[src/emb_consts.vh]
// constants for the external memory bus port
`ifndef EMB_CONSTS_VH
`define EMB_CONSTS_VH

// ----------------------------------------
// clock and timing
// ----------------------------------------
`define EMB_CLK_PERIOD_NS 10
`define EMB_ISA_STROBE_NS 100
`define EMB_ISA_STROBE_CYC ((`EMB_ISA_STROBE_NS + `EMB_CLK_PERIOD_NS - 1) / `EMB_CLK_PERIOD_NS)
`define EMB_ASYNC_TIMEOUT_CYC 255
`define EMB_DRAM_TRCD_CYC 2
`define EMB_DRAM_CAS_LAT 2
`define EMB_DRAM_COL_BITS 9
`define EMB_DRAM_AP_BIT 10

// ----------------------------------------
// address decode on core address bits 31:28
// ----------------------------------------
`define EMB_REGION_DRAM1 4'h0
`define EMB_REGION_DRAM2 4'h1
`define EMB_REGION_CS0 4'h4
`define EMB_REGION_CS1 4'h5
`define EMB_REGION_ISA1 4'h8
`define EMB_REGION_ISA2 4'h9

// ----------------------------------------
// targets
// ----------------------------------------
`define EMB_TGT_DRAM1 3'h0
`define EMB_TGT_DRAM2 3'h1
`define EMB_TGT_CS0 3'h2
`define EMB_TGT_CS1 3'h3
`define EMB_TGT_ISA1 3'h4
`define EMB_TGT_ISA2 3'h5
`define EMB_TGT_DEFAULT 3'h6

// ----------------------------------------
// port width select bits
// ----------------------------------------
`define EMB_W_CS0 0
`define EMB_W_CS1 1
`define EMB_W_ISA1 2
`define EMB_W_ISA2 3
`define EMB_W_DEFAULT 4

// ----------------------------------------
// dual function pins
// ----------------------------------------
`define EMB_NDUAL 9
`define EMB_P_A25 0
`define EMB_P_DRAM_EN2 1
`define EMB_P_ASYNC1 2
`define EMB_P_ISA1_RD 3
`define EMB_P_ISA1_WR 4
`define EMB_P_ISA2_RD 5
`define EMB_P_ISA2_WR 6
`define EMB_P_BUF1 7
`define EMB_P_BUF2 8

`endif

[src/emb_pin_mux.v]
// one dual function pin: primary output or general purpose i/o
`timescale 1ns/1ps
module emb_pin_mux
(
   input wire clk,
   input wire rst_n,
   input wire prim_out,
   input wire gpio_sel,
   input wire gpio_out,
   input wire gpio_drive,
   input wire pin_in,
   output wire pin_out,
   output wire pin_oe_n,
   output wire gpio_in
);
   reg sel;
   reg sync1;
   reg sync2;

   // ----------------------------------------
   // select and input path
   // ----------------------------------------
   always @(posedge clk or negedge rst_n)
   begin
      if (!rst_n)
      begin
         sel <= 1'b0;
         sync1 <= 1'b0;
         sync2 <= 1'b0;
      end
      else
      begin
         sel <= gpio_sel;
         sync1 <= pin_in;
         sync2 <= sync1;
      end
   end

   assign pin_out = sel ? gpio_out : prim_out;
   assign pin_oe_n = sel ? ~gpio_drive : 1'b0;
   assign gpio_in = sync2;
endmodule

[src/emb_bus_port.v]
// external memory bus port: sdram, async chip selects, isa peripherals
`timescale 1ns/1ps
`include "emb_consts.vh"

// Notes on behaviour
// - address lines carry byte or msb address
// - provide A23..A1 plus A25
// - address lines mux dram row, column
// - read/write low on writes, high reads
// - output enable low in async and isa read cycles
// - 16-bit data bus, read sampled rising edge
// - per target port width, default otherwise
// - writes drive all 16 data lines
// - 16-bit sdram only, 64 Mbyte
// - active low row, column strobes
// - dram write low writes, high reads
// - two dram enables, second gpio capable
// - upper and lower byte masks
// - clock enable high, dram clocked by bus
// - two chip selects, second gpio capable
// - two isa peripherals, read/write strobes
// - isa ready low inserts wait states
// - two bus buffer steering outputs
// - gpio input always shows pin
// - function select picks gpio or primary
// - dual pins primary after reset
module emb_bus_port
#(
   parameter TRCD_CYC = `EMB_DRAM_TRCD_CYC,
   parameter CAS_LAT = `EMB_DRAM_CAS_LAT,
   parameter COL_BITS = `EMB_DRAM_COL_BITS,
   parameter AP_BIT = `EMB_DRAM_AP_BIT,
   parameter ASYNC_TIMEOUT = `EMB_ASYNC_TIMEOUT_CYC,
   parameter ISA_STROBE_CYC = `EMB_ISA_STROBE_CYC
)
(
   input wire REF_CLK,
   input wire RST_N,
   input wire REQ_VALID,
   output wire REQ_READY,
   input wire REQ_WRITE,
   input wire REQ_WORD,
   input wire [31:0] REQ_ADDR,
   input wire [15:0] REQ_WDATA,
   output reg RSP_VALID,
   output reg [15:0] RSP_RDATA,
   input wire [4:0] WIDTH16,
   output wire [22:0] ADDR,
   output wire RW_N,
   output wire OE_N,
   input wire [15:0] DATA_IN,
   output reg [15:0] DATA_OUT,
   output wire DATA_OE_N,
   output wire DRAM_ROW_STROBE_N,
   output wire DRAM_COLUMN_STROBE_N,
   output wire DRAM_WRITE_N,
   output wire DRAM_ENABLE_1_N,
   output wire DRAM_UPPER_MASK,
   output wire DRAM_LOWER_MASK,
   output reg DRAM_CLOCK_EN,
   output wire DRAM_CLK,
   output wire ASYNC_SELECT_0_N,
   input wire TRANSFER_ACK_N,
   input wire ISA_READY_IN,
   output wire TRANSFER_ACK_GPI,
   output wire ISA_READY_GPI,
   input wire [8:0] DUAL_PIN_IN,
   output wire [8:0] DUAL_PIN_OUT,
   output wire [8:0] DUAL_PIN_OE_N,
   input wire [8:0] GPIO_SEL,
   input wire [8:0] GPIO_OUT,
   input wire [8:0] GPIO_DRIVE,
   output wire [8:0] GPIO_IN
);
   localparam S_IDLE = 3'h0;
   localparam S_ACT = 3'h1;
   localparam S_RCD = 3'h2;
   localparam S_CAS = 3'h3;
   localparam S_LAT = 3'h4;
   localparam S_ASYNC = 3'h5;
   localparam S_ISA = 3'h6;

   reg [2:0] state;
   reg [2:0] tgt;
   reg [31:0] req_addr;
   reg req_write;
   reg req_word;
   reg [15:0] req_wdata;
   reg beat;
   reg [7:0] cnt;
   reg [24:0] addr_pins;
   reg [15:0] data_s1;
   reg [15:0] data_s2;
   reg ta_s1;
   reg ta_s2;
   reg rdy_s1;
   reg rdy_s2;
   reg [2:0] next_tgt;
   reg next_narrow;
   reg narrow;

   wire idle = (state == S_IDLE);
   wire is_dram = (tgt == `EMB_TGT_DRAM1) || (tgt == `EMB_TGT_DRAM2);
   wire s_word = idle ? REQ_WORD : req_word;
   wire [15:0] s_wdata = idle ? REQ_WDATA : req_wdata;
   wire [25:0] s_base = idle ? REQ_ADDR[25:0] : req_addr[25:0];
   // msb byte first, then next byte
   wire [25:0] beat_addr = s_base + {25'h0, ~idle};
   wire s_narrow = idle ? next_narrow : narrow;
   wire [7:0] wr_byte = (!s_word || (s_narrow && idle)) ? 
                        (s_word ? s_wdata[15:8] : s_wdata[7:0]) : s_wdata[7:0];
   wire [15:0] beat_data = (s_word && !s_narrow) ? s_wdata : {wr_byte, wr_byte};
   wire last_beat = !(req_word && narrow) || beat;
   wire [7:0] rd_byte = (narrow || !req_addr[0]) ? data_s2[15:8] : data_s2[7:0];
   wire [24:0] row_addr = req_addr[25:1] >> COL_BITS;
   wire [24:0] col_mask = (25'h1 << COL_BITS) - 25'h1;
   wire [24:0] col_addr = (req_addr[25:1] & col_mask) | (25'h1 << AP_BIT);
   wire [8:0] prim;

   // ----------------------------------------
   // address decode and port width
   // ----------------------------------------
   always @*
   begin
      next_tgt = `EMB_TGT_DEFAULT;
      next_narrow = !WIDTH16[`EMB_W_DEFAULT];
      case (REQ_ADDR[31:28])
         `EMB_REGION_DRAM1:
         begin
            next_tgt = `EMB_TGT_DRAM1;
            next_narrow = 1'b0;
         end
         `EMB_REGION_DRAM2:
         begin
            next_tgt = `EMB_TGT_DRAM2;
            next_narrow = 1'b0;
         end
         `EMB_REGION_CS0:
         begin
            next_tgt = `EMB_TGT_CS0;
            next_narrow = !WIDTH16[`EMB_W_CS0];
         end
         `EMB_REGION_CS1:
         begin
            next_tgt = `EMB_TGT_CS1;
            next_narrow = !WIDTH16[`EMB_W_CS1];
         end
         `EMB_REGION_ISA1:
         begin
            next_tgt = `EMB_TGT_ISA1;
            next_narrow = !WIDTH16[`EMB_W_ISA1];
         end
         `EMB_REGION_ISA2:
         begin
            next_tgt = `EMB_TGT_ISA2;
            next_narrow = !WIDTH16[`EMB_W_ISA2];
         end
         default:
         begin
            next_tgt = `EMB_TGT_DEFAULT;
            next_narrow = !WIDTH16[`EMB_W_DEFAULT];
         end
      endcase
   end

   // ----------------------------------------
   // pin synchronisers
   // ----------------------------------------
   always @(posedge REF_CLK or negedge RST_N)
   begin
      if (!RST_N)
      begin
         data_s1 <= 16'h0000;
         data_s2 <= 16'h0000;
         ta_s1 <= 1'b0;
         ta_s2 <= 1'b0;
         rdy_s1 <= 1'b0;
         rdy_s2 <= 1'b0;
         DRAM_CLOCK_EN <= 1'b0;
      end
      else
      begin
         // read data taken on rising edge
         data_s1 <= DATA_IN;
         data_s2 <= data_s1;
         ta_s1 <= ~TRANSFER_ACK_N;
         ta_s2 <= ta_s1;
         rdy_s1 <= ISA_READY_IN;
         rdy_s2 <= rdy_s1;
         DRAM_CLOCK_EN <= 1'b1;
      end
   end

   // ----------------------------------------
   // bus cycle sequencer
   // ----------------------------------------
   always @(posedge REF_CLK or negedge RST_N)
   begin
      if (!RST_N)
      begin
         state <= S_IDLE;
         tgt <= `EMB_TGT_DEFAULT;
         req_addr <= 32'h00000000;
         req_write <= 1'b0;
         req_word <= 1'b0;
         req_wdata <= 16'h0000;
         narrow <= 1'b0;
         beat <= 1'b0;
         cnt <= 8'h00;
         addr_pins <= 25'h0000000;
         DATA_OUT <= 16'h0000;
         RSP_VALID <= 1'b0;
         RSP_RDATA <= 16'h0000;
      end
      else
      begin
         RSP_VALID <= 1'b0;
         cnt <= cnt + 8'h01;
         case (state)
            S_IDLE:
            begin
               if (REQ_VALID)
               begin
                  req_addr <= REQ_ADDR;
                  req_write <= REQ_WRITE;
                  req_word <= REQ_WORD;
                  req_wdata <= REQ_WDATA;
                  tgt <= next_tgt;
                  narrow <= next_narrow;
                  beat <= 1'b0;
                  cnt <= 8'h00;
                  // all 16 lines carry write data
                  DATA_OUT <= beat_data;
                  if ((next_tgt == `EMB_TGT_DRAM1) || (next_tgt == `EMB_TGT_DRAM2))
                  begin
                     addr_pins <= REQ_ADDR[25:1] >> COL_BITS;
                     state <= S_ACT;
                  end
                  else
                  begin
                     addr_pins <= beat_addr[25:1];
                     if ((next_tgt == `EMB_TGT_ISA1) || (next_tgt == `EMB_TGT_ISA2))
                        state <= S_ISA;
                     else
                        state <= S_ASYNC;
                  end
               end
            end
            S_ACT:
            begin
               addr_pins <= row_addr;
               cnt <= 8'h00;
               state <= S_RCD;
            end
            S_RCD:
            begin
               if (cnt >= TRCD_CYC - 1)
               begin
                  addr_pins <= col_addr;
                  state <= S_CAS;
               end
            end
            S_CAS:
            begin
               cnt <= 8'h00;
               if (req_write)
               begin
                  RSP_VALID <= 1'b1;
                  state <= S_IDLE;
               end
               else
                  state <= S_LAT;
            end
            S_LAT:
            begin
               // latency plus two synchroniser stages
               if (cnt >= CAS_LAT + 1)
               begin
                  RSP_RDATA <= req_word ? data_s2 : {8'h00, rd_byte};
                  RSP_VALID <= 1'b1;
                  state <= S_IDLE;
               end
            end
            default:
            begin
               // wait while isa ready low
               // stale acknowledge of the previous cycle ignored
               if (((state == S_ASYNC) && ((ta_s2 && (cnt >= 8'h02)) ||
                                           (cnt >= ASYNC_TIMEOUT - 1))) ||
                   ((state == S_ISA) && (cnt >= ISA_STROBE_CYC - 1) && rdy_s2))
               begin
                  cnt <= 8'h00;
                  if (!req_word)
                     RSP_RDATA <= {8'h00, rd_byte};
                  else if (!narrow)
                     RSP_RDATA <= data_s2;
                  else if (!beat)
                     RSP_RDATA[15:8] <= data_s2[15:8];
                  else
                     RSP_RDATA[7:0] <= data_s2[15:8];
                  if (last_beat)
                  begin
                     RSP_VALID <= 1'b1;
                     state <= S_IDLE;
                  end
                  else
                  begin
                     // narrow port: second byte follows at once
                     beat <= 1'b1;
                     addr_pins <= beat_addr[25:1];
                     DATA_OUT <= beat_data;
                  end
               end
               else if (cnt == 8'hff)
                  cnt <= cnt;
            end
         endcase
      end
   end

   // ----------------------------------------
   // pin decode
   // ----------------------------------------
   // decoded from registered state; strobes change only on clock edges
   assign REQ_READY = idle;
   assign ADDR = addr_pins[22:0];
   assign RW_N = idle | ~req_write;
   assign OE_N = ~(~req_write && ((state == S_ASYNC) || (state == S_ISA)));
   assign DATA_OE_N = ~(req_write && ((state == S_CAS) || (state == S_ASYNC) ||
                                      (state == S_ISA)));
   // one cycle row and column commands
   assign DRAM_ROW_STROBE_N = ~(state == S_ACT);
   assign DRAM_COLUMN_STROBE_N = ~(state == S_CAS);
   // write low only in write command
   assign DRAM_WRITE_N = ~((state == S_CAS) && req_write);
   assign DRAM_ENABLE_1_N = ~(((state == S_ACT) || (state == S_CAS)) &&
                              (tgt == `EMB_TGT_DRAM1));
   assign DRAM_UPPER_MASK = is_dram & ~req_word & req_addr[0];
   assign DRAM_LOWER_MASK = is_dram & ~req_word & ~req_addr[0];
   assign DRAM_CLK = REF_CLK;
   assign ASYNC_SELECT_0_N = ~((state == S_ASYNC) && (tgt == `EMB_TGT_CS0));
   assign TRANSFER_ACK_GPI = ~ta_s2;
   assign ISA_READY_GPI = rdy_s2;

   assign prim[`EMB_P_A25] = addr_pins[24];
   assign prim[`EMB_P_DRAM_EN2] = ~(((state == S_ACT) || (state == S_CAS)) &&
                                   (tgt == `EMB_TGT_DRAM2));
   assign prim[`EMB_P_ASYNC1] = ~((state == S_ASYNC) && (tgt == `EMB_TGT_CS1));
   assign prim[`EMB_P_ISA1_RD] = ~((state == S_ISA) && (tgt == `EMB_TGT_ISA1) && ~req_write);
   assign prim[`EMB_P_ISA1_WR] = ~((state == S_ISA) && (tgt == `EMB_TGT_ISA1) && req_write);
   assign prim[`EMB_P_ISA2_RD] = ~((state == S_ISA) && (tgt == `EMB_TGT_ISA2) && ~req_write);
   assign prim[`EMB_P_ISA2_WR] = ~((state == S_ISA) && (tgt == `EMB_TGT_ISA2) && req_write);
   // buffer 1 async and isa, 2 dram
   assign prim[`EMB_P_BUF1] = (state == S_ASYNC) || (state == S_ISA);
   assign prim[`EMB_P_BUF2] = ~idle && is_dram;

   // ----------------------------------------
   // dual function pins
   // ----------------------------------------
   genvar i;
   generate
      for (i = 0; i < `EMB_NDUAL; i = i + 1)
      begin : g_pin
         emb_pin_mux u_pin
         (
            .clk(REF_CLK),
            .rst_n(RST_N),
            .prim_out(prim[i]),
            .gpio_sel(GPIO_SEL[i]),
            .gpio_out(GPIO_OUT[i]),
            .gpio_drive(GPIO_DRIVE[i]),
            .pin_in(DUAL_PIN_IN[i]),
            .pin_out(DUAL_PIN_OUT[i]),
            .pin_oe_n(DUAL_PIN_OE_N[i]),
            .gpio_in(GPIO_IN[i])
         );
      end
   endgenerate
endmodule

[config.mk]
export PLATFORM = sky130hd
export DESIGN_NAME = emb_bus_port
export DESIGN_NICKNAME = d
export VERILOG_FILES = /design/src/emb_pin_mux.v /design/src/emb_bus_port.v
export VERILOG_INCLUDE_DIRS = /design/src
export SDC_FILE = /design/constraint.sdc
export NUM_CORES = 1
export LEC_CHECK = 0
export BUFFER_PORTS_ARGS = -buffer_cell sky130_fd_sc_hd__buf_2
export CAP_MARGIN = 20
export CORE_AREA = 3 3 134 136
export CTS_BUF_LIST = sky130_fd_sc_hd__clkbuf_2 sky130_fd_sc_hd__clkbuf_4 sky130_fd_sc_hd__clkbuf_8
export DETAILED_ROUTE_END_ITERATION = 10
export DIE_AREA = 0 0 137 139
export GPL_TIMING_DRIVEN = 0
export PLACE_DENSITY = 0.8
export SETUP_SLACK_MARGIN = 0.5
export SLEW_MARGIN = 40
export SYNTH_ARGS = -nofsm -noshare
export SYNTH_HDL_FRONTEND = slang
export SYNTH_SLANG_ARGS = --single-unit
[constraint.sdc]
create_clock -name REF_CLK -period 4.39 [get_ports REF_CLK]
set_input_delay 0.439 -clock REF_CLK [delete_from_list [all_inputs] [get_ports REF_CLK]]
set_output_delay 0.439 -clock REF_CLK [all_outputs]
set_load 0.05 [all_outputs]
After elaboration in Yosys (flattened, before gate mapping)
Index checks and enable logic that the tools add are counted.
{"block": "op_classes", "n_addsub": 2, "n_lt_le_gt_ge": 5, "eq_ne": 28, "muxes": 68, "n_bitwise": 35, "n_reduce_logical": 64}
{"op": "16-bit two-way mux", "n": 10}
{"op": "25-bit two-way mux", "n": 5}
{"op": "25-bit case mux with 4 select lines", "n": 1}
{"op": "8-bit two-way mux", "n": 8}
{"op": "16-bit case mux with 2 select lines", "n": 2}
{"op": "1-bit NOT", "n": 31}
{"op": "1-bit two-way mux", "n": 27}
{"op": "26-bit by 1-bit adder with 26-bit output", "n": 1}
{"op": "26-bit two-way mux", "n": 1}
{"op": "8-bit case mux with 3 select lines", "n": 1}
{"op": "3-bit equality test, second input constant", "n": 7}
{"op": "1-bit logical AND", "n": 21}
{"op": "3-bit two-way mux", "n": 7}
{"op": "3-bit case mux with 6 select lines", "n": 1}
{"op": "8-bit by 2-bit greater-or-equal comparator with 1-bit output, second input constant", "n": 2}
{"op": "3-bit case mux with 5 select lines", "n": 1}
{"op": "3-bit by 2-bit equality test with 1-bit output, second input constant", "n": 4}
{"op": "1-bit logical OR", "n": 12}
{"op": "4-bit AND reduction", "n": 3}
{"op": "6-bit nonzero test", "n": 2}
{"op": "5-bit AND reduction", "n": 2}
{"op": "3-bit by 1-bit equality test with 1-bit output, second input constant", "n": 3}
{"op": "1-bit logical NOT", "n": 9}
{"op": "3-bit logical NOT", "n": 3}
{"op": "25 further kinds", "n": 38}
{"block": "totals", "ff_bits": 182, "inputBits": 112, "output_inout_bits": 98, "wordCells": 250}

Logic depth before layout (Yosys ltp)
Gate-level depths: netlist (run 1).
{"block": "logic_depth", "ltp_word": 11, "depth_mapped": 15, "mapped_depth_nobuf": 11}

Hierarchy
A second synthesis (run 1) with hierarchy kept.
{"block": "hier_totals", "hier_cells": 776, "area_unflattened_um2": 8633.3}
{"module": "emb_bus_port", "n_inst": 1, "cells_each": 731, "area_each_um2": 7766.2, "seq_area_each_um2": 3856.2}
{"module": "emb_pin_mux", "n_inst": 9, "cells_each": 5, "area_each_um2": 96.3, "seq_area_each_um2": 75.1}

==> results.ini, run 1 <==
[run_status]
status=completed

[sta]
fin_crit_ns=3.805
setup_viol=0
hold_viol_final=0
setup_tns_ns=0
timing.final.crit_share_pct=86.67
slew_viol_final=0
final.setup.worst_slack_ns=0.5852
fin_skew_ns=0.01568
max_slew_margin_pct=42.27
worst_pin_slew_ns=0.8620
fmax_mhz=262.8
worst_hold_slack_ns=0.07325
rsz0062_at_grt=false

[setup_path]
cp-end-kind=flip-flop
required_ns=4.93
slowest_stage=dfrtp_1
reg2reg_depth=15
timing_worst_setup_path_type=flip-flop to flip-flop
cp.arrival_ns=4.35
crit_fanout=10
crit_chain=or3_1 > buf_6 > inv_2 > buf_4 > buf_4 > buf_6 > nand2_1 > nand2_1 > ha_2 > inv_1 > nor4_4 > o211ai_2 > o211a_1 > a211oi_2 > mux2_2
critPathLaunchType=flip-flop
slowest_delay_ns=0.44

[logic_synthesis]
synthAdderAreaFrac_pct=0.6782
ys_seq_area_share_pct=49.13
synth-main-ff-cell=dfrtp_1
synthArstFlopShare_pct=100.0
synth_fp_nets=980
synth_top_family_by_area=multiplexers
synth-edff-count=0
synth_compound_area_share_pct=11.87
syn_area_per_cell_sq_um=10.69
synth-simple-area-share_pct=12.82
ys_types=73
synthDominantCellAreaShare_pct=48.56
synth.area.top_cells=dfrtp_1 (49%), mux2_2 (8.3%), mux2i_1 (7.7%), a21oi_1 (3.0%), buf_4 (2.9%)
yosys_warnings=0
synthCells=863
synth_mux_area_share_pct=17.84
synth_top_area_cell=dfrtp_1
ys_ff_latch=181
synth-xor-area-share_pct=1.329
synth.cell_area_sq_mm=0.009225

[worst_hold_path]
holdPathStages=2
min_path_type=input port to flip-flop

[floorplanning]
io_pins=210
die_h_um=139
core_sq_mm=0.01706
fp.dieW_um=137
fp-row-count=48
initial_core_util_pct=54.09
die-area_sq_mm=0.01904

[cells_and_area]
nets=1248
drive_above_1_share_pct=33.92
final-seq-area_sq_mm=0.004532
multi_input_area_sq_mm=0.004149
postLayoutCellArea_sq_mm=0.01150
nFillCells=1325
area_delta_synth_final_pct=24.66

[power]
internal-power_mw=4.445
ir_drop_mv=0.5286
p_total_mw=8.834
power_density_mw_per_mm2=768.2
switching_share_pct=49.69
clock_power_share_pct=15.0
leakagePower_nw=5.391
combPwrFrac_pct=54.7
seqPwrFrac_pct=30.3
switchingPower_mw=4.389

[drt]
vias=7884
routed_wl_um=27380
ant_nets=0
first_pass_iters=6
wire_per_inst_um=19.99
drc=0
drt_iter0_markers=630
viasPerCell=5.755

[place]
port_buffers=207
place_area_sq_mm=0.01061
hpwl_um=19270
place.gp.congestion=0.9793
dp_slack_ns=0.2998

[clock_tree]
clk_latency_ns=0.59
clk_pin_slew_ns=0.11
cts_tree=yes
post-cts-setup-buffers=0

[global_routing]
grt_pass1_vias=7865
grt_antenna_before_repair=1
grt_max_degree=81
grt_pass1_wl_um=42670
grt_usage_pct=29.11
gr-total-overflow=0

[flow_run]
maxCapViolations=0

==> cells in the final DEF (no fill, tap or decap), types with 4 or more instances in the layout <==
master	count
xor2_1	8
clkbuf_8	20
mux2_1	11
clkinv_8	7
or3_1	8
clkbuf_1	17
buf_4	36
a22oi_1	9
o22a_1	6
mux2_2	68
xnor2_1	6
nor2_1	56
a21oi_1	56
ha_1	4
nand4_1	11
o21ai_0	31
nand2_1	67
and3_1	9
dfrtp_1	179
nor3_1	18
nor2b_1	13
a21o_1	5
o22ai_1	13
buf_6	5
o31ai_1	8
mux2i_1	71
dlygate4sd3_1	37
nand3_1	23
inv_1	38
buf_2	214
==> critical path, delay by kind of cell (launching register included) <==
kind	cells	cell delay [ns]
DFF	1	0.44
buffers and inverters	6	1.18
and+or+nand+nor	4	0.89
muxes	1	0.21
AOI/OAI and AO/OA	3	0.79
adders and majority gates	1	0.24
==> flip-flops by register name (all words and copies together), names as in the netlist, 3 cells and up <==
name / flops
g_pin.u_pin.sel: 9
RSP_RDATA: 16
g_pin.u_pin.sync1: 9
DATA_OUT: 16
data_s2: 16
data_s1: 16
cnt: 8
state: 3
req_addr: 26
tgt: 3
req_wdata: 16
addr_pins: 24
g_pin.u_pin.gpio_in: 9
==> layer usage <==
layer | wire length [um] | share of wire (%) | track usage [%] | vias to the layer above
li1 | - | - | - | 3602
met2 | 12910 | 47 | 45.91 | 402
met4 | 845 | 3.1 | 11.50 | 2
met3 | 2660 | 9.7 | 8.527 | 68
met5 | 13 | 0.047 | 0 | -
met1 | 10950 | 40 | 37.80 | 3810
==> synth_stat cells, types with 4 or more instances <==
library cell / instances
buf_2: 9
nor4b_1: 4
xnor2_1: 6
mux2_1: 11
clkbuf_1: 17
and3_1: 9
ha_1: 5
o21ai_0: 31
a21oi_1: 56
nor3_1: 19
mux2i_1: 71
a211oi_1: 4
o22ai_1: 13
inv_1: 38
nand4_1: 11
nor2b_1: 13
xor2_1: 8
nand2_1: 67
buf_4: 36
a21o_1: 5
mux2_2: 68
o22a_1: 6
dfrtp_1: 179
nand3_1: 23
nor2_1: 56
buf_6: 4
o31ai_1: 8
or3_1: 8
a22oi_1: 9
nor4_1: 4
==> per-stage QoR <==
stage                     instances  util [%]
after floorplan                 863         -
after global placement         1295     61.81
after detailed placement       1297     62.21
after CTS                      1369     67.24
after global routing           1369     67.41
final                          1370     67.42
==> cells by family (layout without fill, tap and decap cells) <==
family                   after synthesis  after routing
AO/OA/AOI/OAI                        169            169
XOR/XNOR                              14             14
adder cells (fa/ha/maj)                5              5
buffers and inverters                108            389
flip-flops                           181            181
multiplexers                         152            152
other                                  1              2
AND/OR/NAND/NOR                      233            233
==> power by group through the flow <==
stage,Combinational (mW),Sequential [mW],Clock (mW)
floorplan,2.71,3.40,0.0491
global placement,4.64,2.67,0.0557
detailed placement,4.71,2.69,0.0557
CTS,4.77,2.66,1.34
global route,5.17,2.75,1.42
finish,4.83,2.68,1.33
==> cell type report <==
type | count | area share [%]
sequential | 181 | 39.41
multi-input combinational | 574 | 36.08
timing repair buffer | 245 | 12.75
buffer | 69 | 3.841
tap | 225 | 2.448
clock buffer | 21 | 2.437
clock inverter | 15 | 1.741
inverter | 39 | 1.273
antenna | 1 | 0.02176
==> worst paths after layout <==
check | end | slack, ns | start
setup / recovery | addr_pins[13] | 0.59 | state[1]
hold / removal | req_write | 0.07 | REQ_WRITE
setup reg to reg | addr_pins[13] | 0.59 | state[1]
hold reg to reg | data_s2[1] | 0.36 | data_s1[1]
max in group asynchronous | RSP_RDATA[2] | 3.05 | RST_N
min in group asynchronous | g_pin[6].u_pin.sel | 0.32 | RST_N
==> what timing repair did <==
item,4_1_cts,5_1_grt
endpoints found under the setup margin,3,3
hold buffers,37,0
endpoints found under the hold margin,80,0
gates resized for setup,3,3
Power figures use the tool's default switching activity.
==> inputs of run 2 (changes only) <==
==> constraint.sdc (replaced) <==
create_clock -name REF_CLK -period 4.39 [get_ports REF_CLK]
set_input_delay 0.2195 -clock REF_CLK [delete_from_list [all_inputs] [get_ports REF_CLK]]
set_output_delay 0.2195 -clock REF_CLK [all_outputs]
set_load 0.05 [all_outputs]
==> results.ini, run 2 (same netlist as run 1, synthesis figures left out) <==
[run_status]
status=completed

[floorplanning]
core_sq_mm=0.01706  ; unchanged
io_pins=210  ; unchanged
fp-row-count=48  ; unchanged
die-area_sq_mm=0.01904  ; unchanged
die_h_um=139  ; unchanged
fp.dieW_um=137  ; unchanged
initial_core_util_pct=54.09  ; unchanged

[clock_tree]
clk_pin_slew_ns=0.11  ; about the same
clk_latency_ns=0.59  ; about the same
post-cts-setup-buffers=0  ; unchanged
cts_tree=yes

[place]
hpwl_um=19270  ; unchanged
port_buffers=207  ; unchanged
dp_slack_ns=0.2998  ; unchanged
place.gp.congestion=0.9793  ; unchanged

[sta]
timing.final.crit_share_pct=86.69  ; about the same
rsz0062_at_grt=false
hold_viol_final=0  ; unchanged
final.setup.worst_slack_ns=0.5842  ; -0.001047 ns
worst_pin_slew_ns=0.8414  ; -0.02057 ns
fmax_mhz=262.8  ; about the same
fin_skew_ns=0.01233  ; -0.003351 ns
setup_tns_ns=0  ; unchanged
max_slew_margin_pct=43.64  ; +1.4 points
fin_crit_ns=3.806  ; +0.001047 ns
slew_viol_final=0  ; unchanged
setup_viol=0  ; unchanged

[drt]
drt_iter0_markers=597  ; -5.2%
routed_wl_um=28400  ; +3.7%
ant_nets=0  ; unchanged
viasPerCell=5.717  ; -0.66%
drc=0  ; unchanged
first_pass_iters=5  ; -1
wire_per_inst_um=20.06  ; +0.36%
vias=8095  ; +2.7%

[cells_and_area]
nets=1295  ; +3.8%
reg.largest.list=req_addr x26, addr_pins x24
diodes=0  ; -1
layout_common_cells=buf_2 (214), dfrtp_1 (179), dlygate4sd3_1 (84), mux2i_1 (71), mux2_2 (68)
layout_commonest_cell=buf_2
nFillCells=1232  ; -7.0%
largest_reg_flops=26  ; unchanged
drive_above_1_share_pct=32.58  ; -1.3 points
area_delta_synth_final_pct=29.73
regMostFlops=req_addr

[setup_path]
slowest_delay_ns=0.44  ; about the same
crit_chain=or3_1 > buf_6 > inv_2 > buf_4 > buf_4 > buf_6 > nand2_1 > nand2_1 > ha_2 > inv_1 > nor4_4 > o211ai_2 > o211a_1 > a211oi_2 > mux2_2
critPathCapture=addr_pins[13]
startpoint=state[1]
r2r_setup_slack_ns=0.58  ; about the same
crit-reg2reg-launch=state[1]
slowest_stage=dfrtp_1
crit_fanout=10  ; unchanged
reg2reg_depth=15  ; unchanged
critPathLaunchType=flip-flop
required_ns=4.93  ; about the same
cp-end-kind=flip-flop
cp.arrival_ns=4.34  ; about the same
timing_worst_setup_path_type=flip-flop to flip-flop
worstReg2RegEnd=addr_pins[13]

[power]
p_total_mw=8.903  ; +0.78%
power_density_mw_per_mm2=743.9  ; -3.2%
leakagePower_nw=5.589  ; +3.7%
ir_drop_mv=0.5129  ; -3.0%

[worst_hold_path]
min_path_type=input port to flip-flop
min_from=REQ_ADDR[30]

[global_routing]
grt_usage_pct=30.29  ; +1.2 points
grt_use_met3_pct=7.547  ; -0.98 points
grt_max_degree=81  ; unchanged
met2_usage_pct=48.49  ; +2.6 points
grt_pass1_wl_um=44480  ; +4.3%
busiest_layer=met2
gr-total-overflow=0  ; unchanged
grt_pass1_vias=8247  ; +4.9%
grt_antenna_before_repair=0  ; -1
grt_util_met1_pct=38.96  ; +1.2 points

[flow_run]
maxCapViolations=0  ; unchanged

## run 2: cell count changes in the layout (fill, tap and decap cells not counted), sizes merged
cell,delta
dlygate4sd3,+47
diode,-1
## run 2: layout make-up
class                      count  area, sq um  area share, %
multi-input combinational    574         4149          34.67
inverter                      39        146.4          1.223
timing repair buffer         292         1937          16.18
tap                          225        281.5          2.352
buffer                        69        441.7          3.691
clock buffer                  21        280.3          2.342
sequential                   181         4532          37.87
clock inverter                15        200.2          1.673
## run 2: routing by layer
metal | up-vias | wire, um
li1 | 3694 | -
met1 | 3876 | 11190
met4 | 0 | 1006
met3 | 80 | 2672
met5 | - | 0
met2 | 445 | 13530
## run 2: repair_timing
| item | CTS | global route |
|---|---|---|
| endpoints found under the hold margin | 182 | 0 |
| gates resized for setup | 3 | 3 |
| hold buffers | 84 | 0 |
| setup endpoints to repair | 3 | 3 |
## run 2: power by group
part	total (mW)	leakage [nW]	internal, mW	switching (mW)
Combinational	4.88	3.18	1.73	3.15
Sequential	2.69	2.17	2.22	0.470
Clock	1.33	0.239	0.522	0.809
Total	8.90	5.59	4.47	4.43
## run 2: per-stage QoR
step | std cells | cell area (sq um) | hold slack [ns] | util (%)
3_5_place_dp | 1297 | 10610 | 0.1384 | 62.21
3_3_place_gp | 1295 | 10540 | 0.3267 | 61.81
4_1_cts | 1416 | 11940 | 0.02249 | 70.00
6_report | 1416 | 11970 | 0.05685 | 70.17
2_1_floorplan | 863 | 9225 | -0.07609 | -
5_1_grt | 1416 | 11970 | 0.05442 | 70.17
## run 2: how the worst min path moves through the flow
stage | to | slack, ns | depth (start not counted)
4_1_cts | state[2] | 0.02 | 3
3_5_place_dp | g_pin[2].u_pin.sel | 0.14 | 1
2_1_floorplan | DATA_OUT[0] | -0.08 | 0
3_3_place_gp | data_s1[4] | 0.33 | 1
5_1_grt | state[2] | 0.05 | 3
6_report | tgt[1] | 0.06 | 3
## run 2: worst max-delay path: cells and delay by family, from the launching register on
kind / cells / cell delay (ns)
mux: 1 / 0.20
flops: 1 / 0.44
buf+inv: 6 / 1.19
fa+ha+maj: 1 / 0.24
simple gates: 4 / 0.89
compound gates: 3 / 0.78
